### config.mk
export PLATFORM = sky130hd
export DESIGN_NAME = sms_port
export DESIGN_NICKNAME = d
export VERILOG_FILES = /design/src/sms_pkg.sv /design/src/sms_rate_if.sv /design/src/sms_port.sv /design/src/sms_rate_gen.sv
export SDC_FILE = /design/constraint.sdc
export NUM_CORES = 1
export LEC_CHECK = 0
export BUFFER_PORTS_ARGS = -buffer_cell sky130_fd_sc_hd__buf_2
export CORE_ASPECT_RATIO = 0.7
export CORE_MARGIN = 5
export CORE_UTILIZATION = 59
export CTS_BUF_LIST = sky130_fd_sc_hd__clkbuf_2 sky130_fd_sc_hd__clkbuf_4 sky130_fd_sc_hd__clkbuf_8
export DETAILED_ROUTE_END_ITERATION = 8
export GPL_ROUTABILITY_DRIVEN = 1
export HOLD_SLACK_MARGIN = 0.02
export PLACE_DENSITY = 0.93
export SYNTH_ARGS = -nofsm -noshare
export SYNTH_HDL_FRONTEND = slang
export SYNTH_SLANG_ARGS = --single-unit
export TNS_END_PERCENT = 20
### constraint.sdc
create_clock -name pclk -period 5.27 [get_ports pclk]
set_input_delay 0.7905 -clock pclk [delete_from_list [all_inputs] [get_ports pclk]]
set_output_delay 0.7905 -clock pclk [all_outputs]
set_load 0.01 [all_outputs]
### src/sms_pkg.sv
// package: register map, fields, modes and counts of the spi port
package sms_pkg;

   // ************************************************************
   // register map
   // ************************************************************
   localparam int          ADDR_W      = 12;
   localparam logic [11:0] OFS_STATUS  = 12'h000;
   localparam logic [11:0] OFS_CONTROL = 12'h004;
   localparam logic [11:0] OFS_DATA    = 12'h008;
   localparam logic [11:0] OFS_FLAG    = 12'h00C;

   // ************************************************************
   // fields and reset values
   // ************************************************************
   localparam int         STAT_SMP    = 7;
   localparam int         STAT_CKE    = 6;
   localparam int         STAT_BF     = 0;
   localparam int         CTL_WRITE_COLLISION    = 7;
   localparam int         CTL_OVF     = 6;
   localparam int         CTL_EN      = 5;
   localparam int         CTL_CKP     = 4;
   localparam int         FLAG_DONE   = 0;
   localparam logic [7:0] STATUS_RST  = 8'h00;
   localparam logic [7:0] CONTROL_RST = 8'h00;
   localparam logic [7:0] DATA_RST    = 8'h00;

   // ************************************************************
   // mode field codes
   // ************************************************************
   localparam logic [3:0] MODE_M_DIV4  = 4'h0;
   localparam logic [3:0] MODE_M_DIV16 = 4'h1;
   localparam logic [3:0] MODE_M_DIV64 = 4'h2;
   localparam logic [3:0] MODE_M_TMR   = 4'h3;
   localparam logic [3:0] MODE_S_SS    = 4'h4;
   localparam logic [3:0] MODE_S_NOSS  = 4'h5;

   // ************************************************************
   // counts, in ns, pclk cycles, serial clock half periods or bits
   // ************************************************************
   localparam int         CLK_PERIOD_NS  = 40;
   localparam logic [4:0] LIM_DIV4       = 5'h01;
   localparam logic [4:0] LIM_DIV16      = 5'h07;
   localparam logic [4:0] LIM_DIV64      = 5'h1F;
   localparam logic [4:0] HALF_FIRST     = 5'h00;
   localparam logic [4:0] HALF_LAST      = 5'h0F;
   localparam logic [4:0] HALF_LAST_LATE = 5'h10;
   localparam logic [2:0] LAST_BIT       = 3'h7;

   typedef enum logic {SMS_IDLE, SMS_SHIFT} sms_state_e;

endpackage

### src/sms_rate_if.sv
// interface: serial clock rate request and half period tick
`timescale 1ns/100ps
interface sms_rate_if;
   logic       run;
   logic [1:0] sel;
   logic       tick;
   modport gen  (input run, input sel, output tick);
   modport user (output run, output sel, input tick);
endinterface
### src/sms_port.sv
// module: spi master/slave port with apb registers and shift engine
`timescale 1ns/100ps

module sms_port
   import sms_pkg::*;
(
   input  logic              pclk,
   input  logic              presetn,
   input  logic              psel,
   input  logic              penable,
   input  logic              pwrite,
   input  logic [ADDR_W-1:0] paddr,
   input  logic [31:0]       pwdata,
   output logic [31:0]       prdata,
   output logic              pready,
   output logic              pslverr,
   input  logic              sck_in,
   output logic              sck_out,
   output logic              sck_oe,
   input  logic              sdi,
   output logic              sdo,
   output logic              sdo_oe,
   input  logic              ss_n,
   input  logic              timer_two_output,
   input  logic              sleep,
   output logic              wake
);

   // ************************************************************
   // state
   // ************************************************************
   logic       sample_phase;
   logic       cke;
   logic       bf;
   logic       write_collision;
   logic       ovf;
   logic       en;
   logic       clock_polarity;
   logic [3:0] mode;
   logic       done_flag;
   logic [7:0] data_buffer;
   logic [7:0] shift_register;
   logic [7:0] rx_shift;
   logic [4:0] half;
   logic [2:0] bit_cnt;
   logic       sck_q;
   sms_state_e state;

   logic        setup;
   logic        wr_fire;
   logic        rd_fire;
   logic        wr_stat;
   logic        wr_ctl;
   logic        wr_data;
   logic        wr_flag;
   logic        rd_data;
   logic [31:0] rd_word;
   logic        mapped;

   logic       is_master;
   logic       is_slave;
   logic       gate_ok;
   logic       s_active;
   logic       busy;
   logic       load;
   logic       collision;
   logic [4:0] m_last;
   logic       m_tick;
   logic       m_tx;
   logic       m_smp;
   logic       m_done;
   logic       s_edge;
   logic       s_lead;
   logic       s_tx;
   logic       s_smp;
   logic       s_done;
   logic       tx_ev;
   logic       smp_ev;
   logic       done_ev;
   logic [7:0] rx_next;
   logic [7:0] captured;
   logic       overrun;

   logic       next_write_collision;
   logic       next_ovf;
   logic       next_bf;
   logic       next_done_flag;

   sms_rate_if rate ();

   sms_rate_gen u_rate (
      .pclk             (pclk),
      .presetn          (presetn),
      .timer_two_output (timer_two_output),
      .rate             (rate.gen)
   );

   // ************************************************************
   // apb decode
   // ************************************************************
   assign setup   = psel && !penable;
   assign wr_fire = psel && penable && pwrite && pready;
   assign rd_fire = psel && penable && !pwrite && pready;
   assign wr_stat = wr_fire && (paddr == OFS_STATUS);
   assign wr_ctl  = wr_fire && (paddr == OFS_CONTROL);
   assign wr_data = wr_fire && (paddr == OFS_DATA);
   assign wr_flag = wr_fire && (paddr == OFS_FLAG);
   assign rd_data = rd_fire && (paddr == OFS_DATA);

   always_comb begin
      rd_word = 32'h0000_0000;
      mapped  = 1'b1;
      unique case (paddr)
         OFS_STATUS:  rd_word = {24'h00_0000, sample_phase, cke, 5'h00, bf};
         OFS_CONTROL: rd_word = {24'h00_0000, write_collision, ovf, en, clock_polarity, mode};
         OFS_DATA:    rd_word = {24'h00_0000, data_buffer};
         OFS_FLAG:    rd_word = {31'h0000_0000, done_flag};
         default:     mapped  = 1'b0;
      endcase
   end

   // answer in the first access cycle; data and error captured at setup
   always_ff @(posedge pclk or negedge presetn) begin
      if (!presetn) begin
         pready  <= 1'b0;
         prdata  <= 32'h0000_0000;
         pslverr <= 1'b0;
      end else begin
         pready  <= setup;
         prdata  <= (setup && !pwrite) ? rd_word : 32'h0000_0000;
         pslverr <= setup && !mapped;
      end
   end

   // ************************************************************
   // configuration registers
   // ************************************************************
   always_ff @(posedge pclk or negedge presetn) begin
      if (!presetn) begin
         sample_phase <= STATUS_RST[STAT_SMP];
         cke <= STATUS_RST[STAT_CKE];
      end else if (wr_stat) begin
         sample_phase <= pwdata[STAT_SMP];
         cke <= pwdata[STAT_CKE];
      end
   end

   always_ff @(posedge pclk or negedge presetn) begin
      if (!presetn) begin
         en   <= CONTROL_RST[CTL_EN];
         clock_polarity  <= CONTROL_RST[CTL_CKP];
         mode <= CONTROL_RST[3:0];
      end else if (wr_ctl) begin
         en   <= pwdata[CTL_EN];
         clock_polarity  <= pwdata[CTL_CKP];
         mode <= pwdata[3:0];
      end
   end

   // ************************************************************
   // mode decode and transfer control
   // ************************************************************
   // reserved mode codes leave the port inert
   assign is_master = en && (mode[3:2] == 2'b00);
   assign is_slave  = en && ((mode == MODE_S_SS) || (mode == MODE_S_NOSS));
   assign gate_ok   = (mode == MODE_S_NOSS) || !ss_n;
   assign s_active  = is_slave && gate_ok;

   assign busy      = (state == SMS_SHIFT) || (bit_cnt != 3'h0);
   assign load      = wr_data && !busy;
   assign collision = wr_data && busy;

   // ************************************************************
   // master engine
   // ************************************************************
   // a late sample with edge select set needs one more half period
   assign m_last = (cke && sample_phase) ? HALF_LAST_LATE : HALF_LAST;
   assign m_tick = (state == SMS_SHIFT) && rate.tick;
   assign m_tx   = m_tick && (half <= HALF_LAST) &&
                   (cke ? !half[0] : (half[0] && (half != HALF_LAST)));
   assign m_smp  = m_tick && ((half[0] ^ sample_phase) == cke) &&
                   !(sample_phase && (half == HALF_FIRST));
   assign m_done = m_tick && (half == m_last);

   // sleep halts the master clock in place
   assign rate.run = (state == SMS_SHIFT) && !sleep;
   assign rate.sel = mode[1:0];

   always_ff @(posedge pclk or negedge presetn) begin
      if (!presetn) begin
         state <= SMS_IDLE;
         half  <= HALF_FIRST;
      end else if (!is_master) begin
         state <= SMS_IDLE;
         half  <= HALF_FIRST;
      end else begin
         unique case (state)
            SMS_IDLE: begin
               if (load) begin
                  state <= SMS_SHIFT;
                  half  <= HALF_FIRST;
               end
            end
            SMS_SHIFT: begin
               if (m_tick) begin
                  if (half == m_last) begin
                     state <= SMS_IDLE;
                  end
                  half <= half + 5'h01;
               end
            end
         endcase
      end
   end

   always_ff @(posedge pclk or negedge presetn) begin
      if (!presetn) begin
         sck_out <= 1'b0;
      end else if (!is_master || state == SMS_IDLE) begin
         sck_out <= clock_polarity;
      end else if (m_tick && half <= HALF_LAST) begin
         sck_out <= !sck_out;
      end
   end

   // ************************************************************
   // slave engine
   // ************************************************************
   assign s_edge = sck_in != sck_q;
   assign s_lead = s_edge && (sck_in != clock_polarity);
   assign s_tx   = s_active && (cke ? s_lead : (s_edge && !s_lead));
   assign s_smp  = s_active && (cke ? (s_edge && !s_lead) : s_lead);
   assign s_done = s_smp && (bit_cnt == LAST_BIT);

   always_ff @(posedge pclk or negedge presetn) begin
      if (!presetn) begin
         sck_q <= 1'b0;
      end else begin
         sck_q <= sck_in;
      end
   end

   // deselect mid-byte discards the partial byte
   always_ff @(posedge pclk or negedge presetn) begin
      if (!presetn) begin
         bit_cnt <= 3'h0;
      end else if (!s_active) begin
         bit_cnt <= 3'h0;
      end else if (s_smp) begin
         bit_cnt <= bit_cnt + 3'h1;
      end
   end

   // ************************************************************
   // shared data path
   // ************************************************************
   assign tx_ev   = is_master ? m_tx : s_tx;
   assign smp_ev  = is_master ? m_smp : s_smp;
   assign done_ev = is_master ? m_done : s_done;
   assign rx_next = {rx_shift[6:0], sdi};
   // master may finish one half period after its last sample
   assign captured = smp_ev ? rx_next : rx_shift;
   assign overrun  = s_done && bf;

   // shifter keeps the msb at the pin ahead of the first edge
   always_ff @(posedge pclk or negedge presetn) begin
      if (!presetn) begin
         shift_register <= DATA_RST;
         sdo            <= 1'b0;
      end else if (load) begin
         shift_register <= cke ? pwdata[7:0] : {pwdata[6:0], 1'b0};
         sdo            <= pwdata[7];
      end else if (tx_ev) begin
         shift_register <= {shift_register[6:0], 1'b0};
         sdo            <= shift_register[7];
      end
   end

   // data-in is shifted only as master or active slave, the roles that drive data-out
   always_ff @(posedge pclk or negedge presetn) begin
      if (!presetn) begin
         rx_shift <= DATA_RST;
      end else if (smp_ev) begin
         rx_shift <= rx_next;
      end
   end

   always_ff @(posedge pclk or negedge presetn) begin
      if (!presetn) begin
         data_buffer <= DATA_RST;
      end else if (load) begin
         data_buffer <= pwdata[7:0];
      end else if (done_ev && !overrun) begin
         data_buffer <= captured;
      end
   end

   // ************************************************************
   // status flags, set wins over clear
   // ************************************************************
   always_comb begin
      next_write_collision      = collision || (wr_ctl ? pwdata[CTL_WRITE_COLLISION] : write_collision);
      next_ovf       = overrun || (wr_ctl ? pwdata[CTL_OVF] : ovf);
      next_bf        = (done_ev && !overrun) || (bf && !rd_data);
      next_done_flag = done_ev || (done_flag && !(wr_flag && pwdata[FLAG_DONE]));
   end

   always_ff @(posedge pclk or negedge presetn) begin
      if (!presetn) begin
         write_collision      <= CONTROL_RST[CTL_WRITE_COLLISION];
         ovf       <= CONTROL_RST[CTL_OVF];
         bf        <= STATUS_RST[STAT_BF];
         done_flag <= 1'b0;
      end else begin
         write_collision      <= next_write_collision;
         ovf       <= next_ovf;
         bf        <= next_bf;
         done_flag <= next_done_flag;
      end
   end

   // ************************************************************
   // pin enables and wake
   // ************************************************************
   always_ff @(posedge pclk or negedge presetn) begin
      if (!presetn) begin
         sck_oe <= 1'b0;
         sdo_oe <= 1'b0;
      end else begin
         sck_oe <= is_master;
         sdo_oe <= is_master || s_active;
      end
   end

   // slave logic runs on pclk, which must keep running in sleep
   always_ff @(posedge pclk or negedge presetn) begin
      if (!presetn) begin
         wake <= 1'b0;
      end else begin
         wake <= s_done && sleep;
      end
   end

endmodule

### src/sms_rate_gen.sv
// module: master serial clock half period tick generator
`timescale 1ns/100ps
module sms_rate_gen
   import sms_pkg::*;
(
   input  logic       pclk,
   input  logic       presetn,
   input  logic       timer_two_output,
   sms_rate_if.gen    rate
);
   logic [4:0] cnt;
   logic [4:0] limit;

   always_comb begin
      unique case (rate.sel)
         2'h0: limit = LIM_DIV4;
         2'h1: limit = LIM_DIV16;
         2'h2: limit = LIM_DIV64;
         2'h3: limit = LIM_DIV4;
      endcase
   end

   // counter restarts with each transfer so the first half period is full
   always_ff @(posedge pclk or negedge presetn) begin
      if (!presetn) begin
         cnt <= 5'h00;
      end else if (!rate.run || cnt == limit) begin
         cnt <= 5'h00;
      end else begin
         cnt <= cnt + 5'h01;
      end
   end

   // timer pulse gives one half period, so a full clock is timer over two
   assign rate.tick = rate.run && ((rate.sel == 2'h3) ? timer_two_output : (cnt == limit));
endmodule

==> results.md <==
- Core area: 5840 um2
- Share of cells above drive strength 1: 0.250
- Post_cts resized: 0
- Starting Density: 0.623
- R2R depth: 6
- Area growth from synthesis to layout: 9.63%
- Maximum fanout along the worst path: 15
- Final hold vios: 0
- Place WS: 2.21 ns
- Drt drc: 0
- RSZ-0062 raised after global routing: no
- Row cnt: 23
- Die Ht: between 70 and 80 um
- Mean Syn Cell Area: ~10 um2
- Initial DRC count: 184
- Synthesized flop and latch total: 66
- WHS Path Cells: 2
- First-pass GRT wire length: roughly 13000 um
- Clock skew: 0.00768 ns
- FMAX: 0.343 GHz
- Routability Congestion: 0.868
- Ports: 93
- Die Area: 7860 um2
- Worst-path clk slew: 0.07 ns
- Synth top area share: 0.454
- Slew HR: 0.442
- GR Util met3: 0.0821
- Clk_lat worst skew: 0.34 ns
- Post-synthesis cell count: ~350
- Post-Route WL: 7980 um
- Reg2Reg Setup Slack: roughly 2.4 ns
- Worst-case clock buffer depth: 2
- Sequential cell area: 1650 um2
- Hold Path Class: reg -> reg
- Largest net degree at the start of global routing: 67
- CP Class: reg -> reg
- Crit end category: flop
- Synth Cell Area: 3640 um2
- Post-CTS Setup Bufs: 0
- Post-synth top area cell: dfrtp_1
- Final core occ: 0.683
- Post-synth ARST share: 1.00
- Yosys warning count: 0
- Post-synth cell types: 54
- Area contributors post-synth: dfrtp_1, mux2i_1, buf_4, mux2_2, ha_1
- Number of global-route vias before repair: between 2000 and 3000
- Final Slew Violations: 0
- Leak pwr: ~2.1 nW
- Root buffer cell: clkbuf_8
- Area of the multi-input gates: 1700 um2
- Grt peak-use layer: met2
- Maxcap violations: 0
- Setup TNS: 0 ns
- Max VDD drop: 0.000180 V
- GR Util met1: 0.274
- Number of antenna diodes: 0
- Post-cts hold buffer count: 0
- Initial antenna violation count: 0
- Post-synth EDFFs: 0
- Final setup viols: 0
- Worst-path cell chain: xor2_1 > mux2_2 > nor2_1 > nand3_1 > a21oi_4 > a221oi_2
- Total GRT Usage: 0.214
- Port Buffers: 44
- CP Data Arrival Time: 3.12 ns
- Fin nets: 456
- Fin crit share: 0.554
- Crit path launch type: flop
- Dominant synthesized flop cell: dfrtp_1
- Critical Path RT: roughly 5.5 ns
- Min Clock Period, post-route: roughly 2.9 ns
- Outcome: finished clean
- Power per cell area: between 200 and 300 nW/um2
- Fillers: 460
- CTS Sinks: 66
- Slowest cell on the critical path: dfrtp_1
- Vias after detailed routing: 2670
- Slew @ Worst Pin: ~0.84 ns
- CTS tree: done
- Vias/cell: 5.67
- Die width: 104 um
- Htree depth: 3
- TritonCTS Buffers: 9
- CP peak stage delay: 0.81 ns
- Most frequent cell after synthesis: dfrtp_1
- Sequential fraction of the synthesis area: 0.454
- DP Wirelength: 5820 um
- WL per Instance: 16.9 um
- Synth cell count leaders: dfrtp_1, nor2_1, inv_1
- GR Overflow Total: 0
- First-pass DRT Iterations: 4
- Fin worst setup slack: between 2 and 2.5 ns
- GR Layer Usage met2: 0.348
- Routed Antenna Nets: 0
per-stage QoR:
stage               total power, W  std cells  cell area [um2]  hold slack, ns
floorplan                 0.000554        372             3720           0.456
global placement          0.000569        455             3780           0.477
detailed placement        0.000571        455             3780           0.480
CTS                        0.00101        471             3990           0.496
global route               0.00104        471             3990           0.525
finish                     0.00100        471             3990           0.496
final cells by class:
cell class	instances	area share
sequential	66	0.414
clock buffer	14	0.0436
inverter	27	0.0254
clock inverter	2	0.00879
timing repair buffer	45	0.0571
tap	75	0.0235
multi-input combinational	242	0.427
cell families (layout without fill, tap and decap cells):
kind of cell,Yosys count,in the layout,share of synthesized area
AO/OA/AOI/OAI,57,57,0.128
adder cells (fa/ha/maj),11,11,0.0378
buffers and inverters,64,88,0.101
multiplexers,36,36,0.108
flip-flops,66,66,0.454
AND/OR/NAND/NOR,107,107,0.153
XOR/XNOR,7,7,0.0169
other,1,24,0.00103
power by group:
part | leakage, nW | switching (W) | internal, W | total (W)
clock | 0.111 | 0.000182 | 0.000260 | 0.000442
combinational | 1.11 | 0.0000364 | 0.0000167 | 0.0000531
sequential | 0.855 | 0.000000534 | 0.000508 | 0.000508
registers in the layout, summed over array words and instances (netlist names), 3 cells and up:
signal / flops
rx_shift: 8
bit_cnt: 3
shift_register: 8
data_buffer: 8
prdata: 8
u_rate.cnt: 5
half: 5
mode: 4
metal layers:
metal	vias to the layer above	wire length [um]
met5	-	0
met4	0	45
met3	8	658
met2	103	3740
met1	1304	3540
li1	1255	-
path summary, 6_finish.rpt:
kind / start / end
max in group asynchronous: presetn / half[4]$_DFFE_PN0P_
setup / recovery: cke$_DFFE_PN0P_ / data_buffer[0]$_DFFE_PN0P_
hold / removal: done_flag$_DFF_PN0_ / done_flag$_DFF_PN0_
min in group asynchronous: presetn / sdo_oe$_DFF_PN0_
hold reg to reg: done_flag$_DFF_PN0_ / done_flag$_DFF_PN0_
setup reg to reg: cke$_DFFE_PN0P_ / data_buffer[0]$_DFFE_PN0P_
cells in the final DEF (no fill, tap or decap), types with 3 or more instances in the layout:
cell type   n
xor2_1      4
nand3_1    10
and3_1      4
clkbuf_4    3
nand2_1    23
a31oi_1     4
clkbuf_8   11
and3_2      3
o21ai_0    16
a21oi_1    11
a221oi_2    8
xnor2_1     3
ha_1       11
conb_1     24
mux2_2     15
inv_1      27
mux2i_1    20
nand4_1     4
nor3_1      4
dfrtp_1    66
buf_2      44
nor2_1     32
a22oi_1     6
nand2b_1    4
nor2b_1     6
critical path, delay by kind of cell, from the launching register on:
family / cells / cell delay (ns)
simple gates: 2 / 0.62
compound gates: 2 / 0.55
xor+xnor: 1 / 0.36
mux: 1 / 0.43
flops: 1 / 0.81
(Power assumes the default switching activity.)
